**src/hw/flic_pkg.sv**
```systemverilog
// Functional notes
// [RQ1] Level per source from high bit and low bit; 00 lowest, 11 highest.
// [RQ2] Preempt only by strictly higher level; level 3 never preempted.
// [RQ3] Ties at one level go to smallest natural rank, 1 to 11.
// [RQ4] Vectors 0003H..0053H step eight; shared sources OR their flags.
// [RQ5] Only external, wake timer and brown-out requests wake from power-down.
// [RQ6] Edge external flags clear on vectoring; level flags follow inverted pin.
// [RQ7] Timer zero/one flags clear on vectoring; third timer flag does not.
// [RQ8] Flags sampled each machine cycle; polled and resolved same cycle.
// [RQ9] Call only if not blocked, last cycle, no enable/priority write or RETI.
// [RQ10] Denied requests are not remembered; each poll is fresh.
// [RQ11] Grant pushes program counter without status word, then loads vector.
// [RQ12] RETI pops and ends service level; plain RET leaves service set.
// [RQ13] External zero and one latched one cycle, polled the next.
// [RQ14] Call takes two machine cycles; at least three from flag to routine.
// [RQ15] Single-routine response never exceeds nine machine cycles.
// [RQ16] Global enable gates all; each source needs its own enable.
// [RQ17] Software-set flags interrupt exactly like hardware-set ones.
// [RQ18] One in-service bit per level; set on call, highest cleared on RETI.
package flic_pkg;
    localparam int NSRC = 11;
    localparam int NLVL = 4;
    localparam logic [15:0] VEC_BASE = 16'h0003;
    localparam logic [15:0] VEC_STEP = 16'h0008;
    localparam logic [3:0] CALL_CYCLES = 4'h2;
    localparam logic [3:0] MAX_RESPONSE = 4'h9;
    // Source indices in natural order (rank = index + 1)
    localparam int SRC_EXT0 = 0;
    localparam int SRC_TMRA = 1;
    localparam int SRC_EXT1 = 2;
    localparam int SRC_TMRB = 3;
    localparam int SRC_UART = 4;
    localparam int SRC_TMRC = 5;
    localparam int SRC_EXT2 = 6;
    localparam int SRC_EXT3 = 7;
    localparam int SRC_SPI = 8;
    localparam int SRC_WAKE = 9;
    localparam int SRC_BOD = 10;
    localparam logic [NSRC-1:0] WAKE_MASK = 11'h6C5;
    localparam logic [3:0] EXT_RESET = 4'h0;
    localparam logic [NLVL-1:0] INSVC_RESET = 4'h0;

    typedef struct packed {
        logic lastCycle;
        logic writesCfg;
        logic isReti;
    } flic_core_t;

    typedef struct packed {
        logic valid;
        logic [3:0] src;
        logic [1:0] level;
        logic [15:0] vector;
    } flic_grant_t;
endpackage

```
**src/hw/flic_edge_latch.sv**
```systemverilog
`timescale 1ns/1ps
// External pin request flags with edge/level behaviour
module flic_edge_latch
    import flic_pkg::*;
(
    // Clock and reset
    input wire logic clk_sys,
    input wire logic rstn,
    // Pins and control
    input wire logic [3:0] extPinN,
    input wire logic [3:0] extTriggerType,
    input wire logic [3:0] swSet,
    input wire logic [3:0] swClr,
    input wire logic [3:0] vecClr,
    // Flags
    output logic [3:0] extFlag
);
    logic [3:0] pinPrev_ff;
    logic [3:0] flag_ff;
    wire [3:0] fallEdge = pinPrev_ff & ~extPinN;
    // [RQ6] edge clears on vector
    wire [3:0] edgeNext = fallEdge | swSet | (flag_ff & ~swClr & ~vecClr);
    wire [3:0] nxt_flag = (extTriggerType & edgeNext) | (~extTriggerType & ~extPinN);

    // [RQ13] latch pin each cycle
    always_ff @(posedge clk_sys) begin
        if (!rstn) begin
            pinPrev_ff <= 4'hF;
            flag_ff <= EXT_RESET;
        end else begin
            pinPrev_ff <= extPinN;
            flag_ff <= nxt_flag;
        end
    end
    assign extFlag = flag_ff;
endmodule

```
**src/hw/flic_ctrl.sv**
```systemverilog
`timescale 1ns/1ps
// Four-level interrupt controller, one clock edge per machine cycle
module flic_ctrl
    import flic_pkg::*;
(
    // Clock and reset
    input wire logic clk_sys,
    input wire logic rstn,
    // External pins and trigger types (1 = falling edge)
    input wire logic [3:0] extPinN,
    input wire logic [3:0] extTriggerType,
    input wire logic [3:0] extSwSet,
    input wire logic [3:0] extSwClr,
    // Other source flags, kept by their peripherals
    input wire logic timerAOverflowFlag,
    input wire logic timerBOverflowFlag,
    input wire logic timerCOverflowFlag,
    input wire logic timerCExternalFlag,
    input wire logic serialReceiveFlag,
    input wire logic serialTransmitFlag,
    input wire logic spiDoneFlag,
    input wire logic spiFaultFlag,
    input wire logic spiOverrunFlag,
    input wire logic wakeTimerFlag,
    input wire logic brownoutFlag,
    // Enables and priority bits, bit index = source index
    input wire logic globalIrqEnable,
    input wire logic [NSRC-1:0] srcEnable,
    input wire logic [NSRC-1:0] prioHigh,
    input wire logic [NSRC-1:0] prioLow,
    // Core sequencer
    input wire flic_core_t core,
    // Grant to the core
    output flic_grant_t grant,
    output logic pushPc,
    output logic loadPc,
    output logic timerAClear,
    output logic timerBClear,
    output logic [NLVL-1:0] inService,
    output logic wakeRequest,
    output logic [3:0] extFlag
);
    logic [3:0] extFlagW;
    logic [3:0] vecClr_ff;
    flic_grant_t grant_ff;
    logic pushPc_ff;
    logic loadPc_ff;
    logic timerAClear_ff;
    logic timerBClear_ff;
    logic [NLVL-1:0] inSvc_ff;
    logic wake_ff;
    logic [3:0] extFlag_ff;

    flic_edge_latch u_ext (
        .clk_sys(clk_sys),
        .rstn(rstn),
        .extPinN(extPinN),
        .extTriggerType(extTriggerType),
        .swSet(extSwSet),
        .swClr(extSwClr),
        .vecClr(vecClr_ff),
        .extFlag(extFlagW)
    );

    // One plus index of highest set bit in a level vector, zero if none set
    function automatic logic [2:0] topLevel(input logic [NLVL-1:0] v);
        logic [2:0] r;
        r = 3'h0;
        for (int i = 0; i < NLVL; i++) begin
            if (v[i]) r = 3'(i + 1);
        end
        return r;
    endfunction

    // [RQ4] shared sources OR flags; [RQ17] any set flag counts
    wire [NSRC-1:0] rawReq = {brownoutFlag, wakeTimerFlag,
        spiDoneFlag | spiFaultFlag | spiOverrunFlag,
        extFlagW[3], extFlagW[2],
        timerCOverflowFlag | timerCExternalFlag,
        serialReceiveFlag | serialTransmitFlag,
        timerBOverflowFlag, extFlagW[1], timerAOverflowFlag, extFlagW[0]};
    // [RQ16] global and per-source gating
    wire [NSRC-1:0] enReq = rawReq & srcEnable & {NSRC{globalIrqEnable}};

    // [RQ8] poll and resolve within the cycle; [RQ3] lowest rank wins
    logic [3:0] winSrc;
    logic [1:0] winLvl;
    logic winValid;
    always_comb begin
        logic [1:0] l;
        l = 2'h0;
        winSrc = 4'h0;
        winLvl = 2'h0;
        winValid = 1'b0;
        for (int i = NSRC - 1; i >= 0; i--) begin
            // [RQ1] level from high and low bits
            l = {prioHigh[i], prioLow[i]};
            if (enReq[i] && (!winValid || l >= winLvl)) begin
                winSrc = 4'(i);
                winLvl = l;
                winValid = 1'b1;
            end
        end
    end

    // [RQ2] strictly higher than active level only
    wire [2:0] activeTop = topLevel(inSvc_ff);
    wire notBlocked = ({1'b0, winLvl} + 3'h1) > activeTop;
    // [RQ15] one-cycle detect keeps worst case bounded
    // [RQ9] three call conditions; [RQ10] no memory kept
    wire doCall = winValid && notBlocked && core.lastCycle && !core.writesCfg && !core.isReti
        && !pushPc_ff;
    // [RQ4] vector address by rank
    wire [15:0] vecAddr = VEC_BASE + 16'(winSrc) * VEC_STEP;
    // [RQ18] clear highest in service on RETI
    wire [NLVL-1:0] retiMask = (core.lastCycle && core.isReti && activeTop != 3'h0)
        ? NLVL'(1 << (activeTop - 3'h1)) : '0;
    wire [NLVL-1:0] setMask = doCall ? NLVL'(1 << winLvl) : '0;
    // [RQ5] wake only from allowed sources
    wire nxtWake = |(enReq & WAKE_MASK);
    // [RQ6] edge-mode external flags cleared on vector
    wire [3:0] nxtVecClr = doCall ? {winSrc == 4'(SRC_EXT3), winSrc == 4'(SRC_EXT2),
        winSrc == 4'(SRC_EXT1), winSrc == 4'(SRC_EXT0)} : 4'h0;

    // Grant and call sequencing
    always_ff @(posedge clk_sys) begin
        if (!rstn) begin
            grant_ff <= '0;
            pushPc_ff <= 1'b0;
            loadPc_ff <= 1'b0;
        end else begin
            // [RQ11] push PC only, then load vector; [RQ14] two cycles
            pushPc_ff <= doCall;
            loadPc_ff <= pushPc_ff;
            if (doCall) begin
                grant_ff <= '{valid: 1'b1, src: winSrc, level: winLvl, vector: vecAddr};
            end else if (loadPc_ff) begin
                grant_ff.valid <= 1'b0;
            end
        end
    end

    // Service tracking and flag clears
    always_ff @(posedge clk_sys) begin
        if (!rstn) begin
            inSvc_ff <= INSVC_RESET;
            vecClr_ff <= 4'h0;
            timerAClear_ff <= 1'b0;
            timerBClear_ff <= 1'b0;
            wake_ff <= 1'b0;
            extFlag_ff <= EXT_RESET;
        end else begin
            // [RQ12] only RETI ends service; set wins over clear
            inSvc_ff <= (inSvc_ff & ~retiMask) | setMask;
            vecClr_ff <= nxtVecClr;
            // [RQ7] timers zero and one cleared, third timer not
            timerAClear_ff <= doCall && winSrc == 4'(SRC_TMRA);
            timerBClear_ff <= doCall && winSrc == 4'(SRC_TMRB);
            wake_ff <= nxtWake;
            extFlag_ff <= extFlagW;
        end
    end

    assign grant = grant_ff;
    assign pushPc = pushPc_ff;
    assign loadPc = loadPc_ff;
    assign timerAClear = timerAClear_ff;
    assign timerBClear = timerBClear_ff;
    assign inService = inSvc_ff;
    assign wakeRequest = wake_ff;
    assign extFlag = extFlag_ff;
endmodule

```
**config.mk**
```make
export PLATFORM = sky130hd
export DESIGN_NAME = flic_ctrl
export DESIGN_NICKNAME = d
export VERILOG_FILES = /design/src/hw/flic_pkg.sv /design/src/hw/flic_edge_latch.sv /design/src/hw/flic_ctrl.sv
export SDC_FILE = /design/constraint.sdc
export NUM_CORES = 1
export LEC_CHECK = 0
export ABC_CLOCK_PERIOD_IN_PS = 18000
export BUFFER_PORTS_ARGS = -buffer_cell sky130_fd_sc_hd__buf_2
export CAP_MARGIN = 5
export CORE_MARGIN = 2
export CORE_UTILIZATION = 37
export CTS_BUF_LIST = sky130_fd_sc_hd__clkbuf_16
export DETAILED_ROUTE_END_ITERATION = 10
export GPL_ROUTABILITY_DRIVEN = 0
export PLACE_DENSITY = 0.7
export SKIP_CTS_REPAIR_TIMING = 1
export SYNTH_ARGS = -nofsm -noshare
export SYNTH_HDL_FRONTEND = slang
export SYNTH_SLANG_ARGS = --single-unit
```
**constraint.sdc**
```tcl
create_clock -name clk_sys -period 18 [get_ports clk_sys]
set_input_delay 0 -clock clk_sys [delete_from_list [all_inputs] [get_ports clk_sys]]
set_output_delay 0 -clock clk_sys [all_outputs]
set_load 0.01 [all_outputs]
```
==> results.toml, run 1 <==
[outcome]
status = "finished clean"

[flow_run]
cap_violations = 0

[floorplan]
start_util = 0.377
fp.dieH_um = 86.8
die_area_um2 = 7530
die_w_um = 86.8
core_um2 = 6720
io_pins = 102
std_cell_rows = 30

[grt]
overflow = 0
antenna_found_initial = 0
grt_pass1_vias = 2316
grt_max_degree = 28
grt_pass1_wl_um = 10400
grt_use_total = 0.171

[setup_path]
worst_ep_arrival_time_ns = 15.11
required_ns = 18.21
r2r-end = "vecClr_ff[0]$_SDFF_PN0_"
r2r-start = "u_ext.extFlag[3]$_SDFF_PN0_"
reg2reg_setup_slack_ns = 5.62
cp_max_fo = 19
critPathLaunchType = "input pin"
slowest_delay_ns = 0.64
crit_type = "input pin to flip-flop"
cpMaxStageDelayCell = "a41oi_2"
rr_worst_depth = 64
crit_path_end_kind = "flip-flop"
crit_top_cell = "ha_1"

[synthesis]
synth_flop_cell = "dfxtp_1"
ys_seq_elements = 33
synth_area_leader_cell = "dfxtp_1"
yosysMostFrequentCell = "dfxtp_1"
ys_warn_count = 0
synthesis.area_um2 = 2540
synth_top_area_share = 0.260
async_flop_share = 0
synthTopCellsByArea = "dfxtp_1 (26%), ha_1 (11%), buf_4 (4.7%)"
synth.avg_cell_area_um2 = 8.40
seq_area_frac_synth = 0.260
syn_inst = 302
synth_edf_count = 0
ys_types = 65
ys_top_cells_by_count = "dfxtp_1 (33), ha_1 (23), inv_1 (22), nor2_1 (22), o21ai_0 (21)"

[routing]
vias = 2471
firstDrtPassIters = 4
ant_nets = 0
via_per_inst = 5.21
routed_wl_um = 6440
wl_per_cell_um = 13.6
drtIter0Drc = 91
detail_route.drc_violations = 0

[finish]
final_cell_area_um2 = 3190
syn_to_final_growth_pct = 25.9
regArea_um2 = 661
multi_input_area_um2 = 1690
nFillCells = 680
finalNetCount = 482
final_layout_size_suffix_gt1_frac = 0.297
antennaDiodeCount = 0

[clock_network]
htreeDepth = 2
cts_max_path_buffers = 2
clock_latency_ns = 0.27
clockRootBuffer = "clkbuf_16"
clkTransAtPathRegs_ns = 0.05
cts_tree = "done"
numClockSinks = 33
numCtsBuffers = 5

[worst_hold_path]
hold_path_end = "u_ext.extFlag[0]$_SDFF_PN0_"
hold_depth = 4
hp-class = "input pin to flip-flop"
min_from = "extSwSet[0]"

[pwr]
p_leak_nw = 1.52
combPwrFrac = 0.291
p_switching_mw = 0.0700
power.density_nw_per_um2 = 76.1
swShare = 0.288
p_clk_frac = 0.384
intPower_mw = 0.173
ir_drop_uv = 32.8
seq_power_share = 0.325

[sta]
rsz0062_at_grt = "no"
final.setup_skew_ns = 0.00353
finalMaxSlewViolations = 0
fmax_mhz = 67.1
setup_viol = 0
hold_violations = 0
period_share = 0.828
tns_ns = 0
tightest_slew_ns = 0.758
slew_headroom = 0.495
period_needed_ns = 14.90

[placed_design]
numPortBuffers = 91
hpwlAfterDp_um = 5180
placed_area_um2 = 2990
how the worst max path moves through the flow:
stage / slack [ns] / cells after the start / end / startpoint
global placement: 3.46 / 77 / vecClr_ff[0]$_SDFF_PN0_ / globalIrqEnable
detailed placement: 2.91 / 77 / vecClr_ff[0]$_SDFF_PN0_ / globalIrqEnable
finish: 3.10 / 77 / vecClr_ff[0]$_SDFF_PN0_ / globalIrqEnable
global route: 1.54 / 77 / vecClr_ff[0]$_SDFF_PN0_ / globalIrqEnable
CTS: 3.15 / 77 / vecClr_ff[0]$_SDFF_PN0_ / globalIrqEnable
floorplan: 5.14 / 77 / grant[16]$_SDFFE_PN0P_ / globalIrqEnable
metal layers:
layer	GRT usage	share of wire	up-vias	routed length (um)
met4	0.0455	0.0071	0	46
met1	0.218	0.46	1125	2950
met2	0.292	0.47	89	3060
met3	0.0362	0.060	4	388
li1	-	-	1253	-
met5	0	0	-	0
flip-flops by register name, indices dropped and copies added, names as in the netlist:
register and flops:
grant 8, extFlag 4, inService 4, u_ext.extFlag 4, u_ext.pinPrev_ff 4, vecClr_ff 4, loadPc 1, pushPc 1
timerAClear 1, timerBClear 1, wakeRequest 1
cells in the final DEF (no fill, tap or decap), types with 2 or more instances in the layout:
master and n:
nor3b_1 6, nor3_1 2, a22oi_1 6, mux2i_1 5, ha_1 23, clkbuf_16 5
inv_1 23, nand2b_1 16, a31oi_1 5, o21ai_0 21, nand3_1 9, dlygate4sd3_1 4
and2_1 9, conb_1 10, a21boi_0 2, nor2_1 22, a32oi_1 2, nand4_1 2
o31ai_1 2, a21oi_1 19, buf_2 91, o211ai_1 4, dfxtp_1 33, mux2_2 3
nor2b_1 12, o21a_1 5, nand2_1 13
power by group through the flow:
stage                     Clock (mW)  Combinational, mW  Sequential [mW]
after global routing          0.0981             0.0802           0.0793
after detailed placement           0             0.0697           0.0804
final                         0.0932             0.0708           0.0789
after global placement             0             0.0672           0.0804
after CTS                     0.0951             0.0701           0.0789
after floorplan                    0             0.0488           0.0811
critical path, delay by kind of cell:
| family | cells | cell delay (ns) |
|---|---|---|
| and+or+nand+nor | 22 | 3.03 |
| muxes | 2 | 0.71 |
| AOI/OAI and AO/OA | 36 | 7.27 |
| adders and majority gates | 12 | 3.22 |
| buffers and inverters | 5 | 0.80 |
per-stage QoR:
| stage | worst slack, ns | hold slack (ns) | power, mW | utilization | instances |
|---|---|---|---|---|---|
| global placement | 3.46 | 0.195 | 0.148 | 0.445 | 462 |
| global route | 1.54 | 0.110 | 0.258 | 0.475 | 474 |
| CTS | 3.15 | -0.0861 | 0.244 | 0.469 | 470 |
| detailed placement | 2.91 | 0.198 | 0.150 | 0.445 | 462 |
| finish | 3.10 | 0.0674 | 0.243 | 0.475 | 474 |
| floorplan | 5.14 | 0.0730 | 0.130 | - | 311 |
area by class of cell:
| cell class | count | share of cell area |
|---|---|---|
| Clock buffer | 5 | 0.0392 |
| Clock inverter | 3 | 0.0118 |
| Inverter | 22 | 0.0259 |
| Multi-Input combinational cell | 236 | 0.530 |
| Sequential cell | 33 | 0.207 |
| Tap cell | 80 | 0.0313 |
| Timing Repair Buffer | 95 | 0.155 |
cell families (layout without fill, tap and decap cells):
group           count (synthesis)  count (layout)  share of synthesized area
simple gates                  101             101                      0.223
compound gates                 94              94                      0.282
buf+inv                        42             125                     0.0858
flops                          33              33                      0.260
fa+ha+maj                      23              23                      0.113
mux                             8               8                     0.0331
other cells                     1              10                    0.00148
No activity file was read; power rests on OpenSTA's default activity.
==> inputs of run 2 (changes only) <==
ABC_CLOCK_PERIOD_IN_PS = 14700   (was 18000)
clock period = 14.7 ns   (was 18 ns; I/O delays follow)
==> results.toml, run 2 (synthesized netlist as in run 1, its figures left out) <==
[setup_path]
crit_path_end_kind = "flip-flop"
crit_type = "input pin to flip-flop"
slowest_delay_ns = 0.40
rr_worst_depth = 62
cp_max_fo = 19
cpMaxStageDelayCell = "mux2_2"
worst_ep_arrival_time_ns = 13.75
crit_top_cell = "ha_1"
reg2reg_setup_slack_ns = 3.33
required_ns = 14.91
critPathLaunchType = "input pin"
r2r-start = "u_ext.extFlag[3]$_SDFF_PN0_"
r2r-end = "vecClr_ff[0]$_SDFF_PN0_"

[outcome]
status = "finished clean"

[finish]
largest_register_ffs = 8
final_layout_size_suffix_gt1_frac = 0.319
antennaDiodeCount = 0
final_cell_area_um2 = 3220
syn_to_final_growth_pct = 26.9
layout_commonest_cell = "buf_2"
finalNetCount = 483
final_cell_mix = "buf_2 (90), dfxtp_1 (33), ha_1 (23)"
final_cells = 475
utilization = 0.479

[routing]
wl_per_cell_um = 13.1
via_per_inst = 5.12
drtIter0Drc = 79
firstDrtPassIters = 4
vias = 2433
routed_wl_um = 6250
ant_nets = 0
detail_route.drc_violations = 0

[grt]
grt_pass1_wl_um = 9920
grt_use_total = 0.163
grt_max_degree = 28
grt_pass1_vias = 2250
overflow = 0
antenna_found_initial = 0

[sta]
final.setup_skew_ns = 0.00443
setup_viol = 0
whs_ns = 0.0762
slew_headroom = 0.587
tns_ns = 0
hold_violations = 0
fmax_mhz = 73.8
setup_slack_ns = 1.16
period_share = 0.921
period_needed_ns = 13.54
finalMaxSlewViolations = 0
tightest_slew_ns = 0.611

[floorplan]
fp.dieH_um = 86.8
std_cell_rows = 30
core_um2 = 6720
start_util = 0.377
die_w_um = 86.8
io_pins = 102
die_area_um2 = 7530

[clock_network]
numCtsBuffers = 5
clockRootBuffer = "clkbuf_16"
clkTransAtPathRegs_ns = 0.05
cts_tree = "done"
htreeDepth = 2
cts_max_path_buffers = 2
numClockSinks = 33
clock_latency_ns = 0.27

[placed_design]
dp_cells = 463
hpwlAfterDp_um = 5080
numPortBuffers = 91
placed_area_um2 = 3000
pre_cts_slack_ns = 0.281

[worst_hold_path]
hold_path_end = "u_ext.extFlag[0]$_SDFF_PN0_"
hp-class = "input pin to flip-flop"
hold_depth = 4
min_from = "extSwSet[0]"

[pwr]
power.density_nw_per_um2 = 87.9
p_leak_nw = 1.52
total_power_mw = 0.283
ir_drop_uv = 38.1

[flow_run]
cap_violations = 0
[run 2: changes by cell type in the layout (fill, tap and decap cells not counted), moves of 2 or more]
cell	before	now
clkinv_2	0	2
a31oi_1	5	3
a31oi_2	0	2
a21oi_2	1	3
a21oi_1	19	16
[run 2: cell type report]
class                      instances  area (um2)
inverter                          22        82.6
fill                             648        3500
multi-input combinational        236        1730
clock buffer                       5         125
tap                               80         100
clock inverter                     3        17.5
sequential                        33         661
timing repair buffer              96         505
[run 2: layer usage]
metal  up-vias  track usage  share of wire
met2        75        0.276           0.47
met3         3       0.0390          0.057
met5         -            0              0
li1       1255            -              -
met1      1100        0.212           0.47
met4         0       0.0313         0.0040
[run 2: how the worst max path moves through the flow]
stage | startpoint | endpoint | slack (ns) | depth (start not counted)
after floorplan | globalIrqEnable | grant[16]$_SDFFE_PN0P_ | 1.84 | 77
after global placement | globalIrqEnable | timerAClear$_SDFF_PN0_ | 0.71 | 77
after detailed placement | globalIrqEnable | vecClr_ff[0]$_SDFF_PN0_ | 0.28 | 77
after CTS | globalIrqEnable | vecClr_ff[0]$_SDFF_PN0_ | 0.53 | 78
after global routing | globalIrqEnable | vecClr_ff[0]$_SDFF_PN0_ | -0.003 | 77
final | globalIrqEnable | vecClr_ff[0]$_SDFF_PN0_ | 1.16 | 75
[run 2: critical path, delay by kind of cell]
kind            cells  cell delay, ns
compound gates     35            6.37
fa+ha+maj          12            3.18
simple gates       21            2.86
mux                 2            0.70
buf+inv             5            0.65
[run 2: power by group]
group | switching (mW) | internal, mW
Sequential | 0.00263 | 0.0940
Combinational | 0.0480 | 0.0402
Clock | 0.0362 | 0.0619
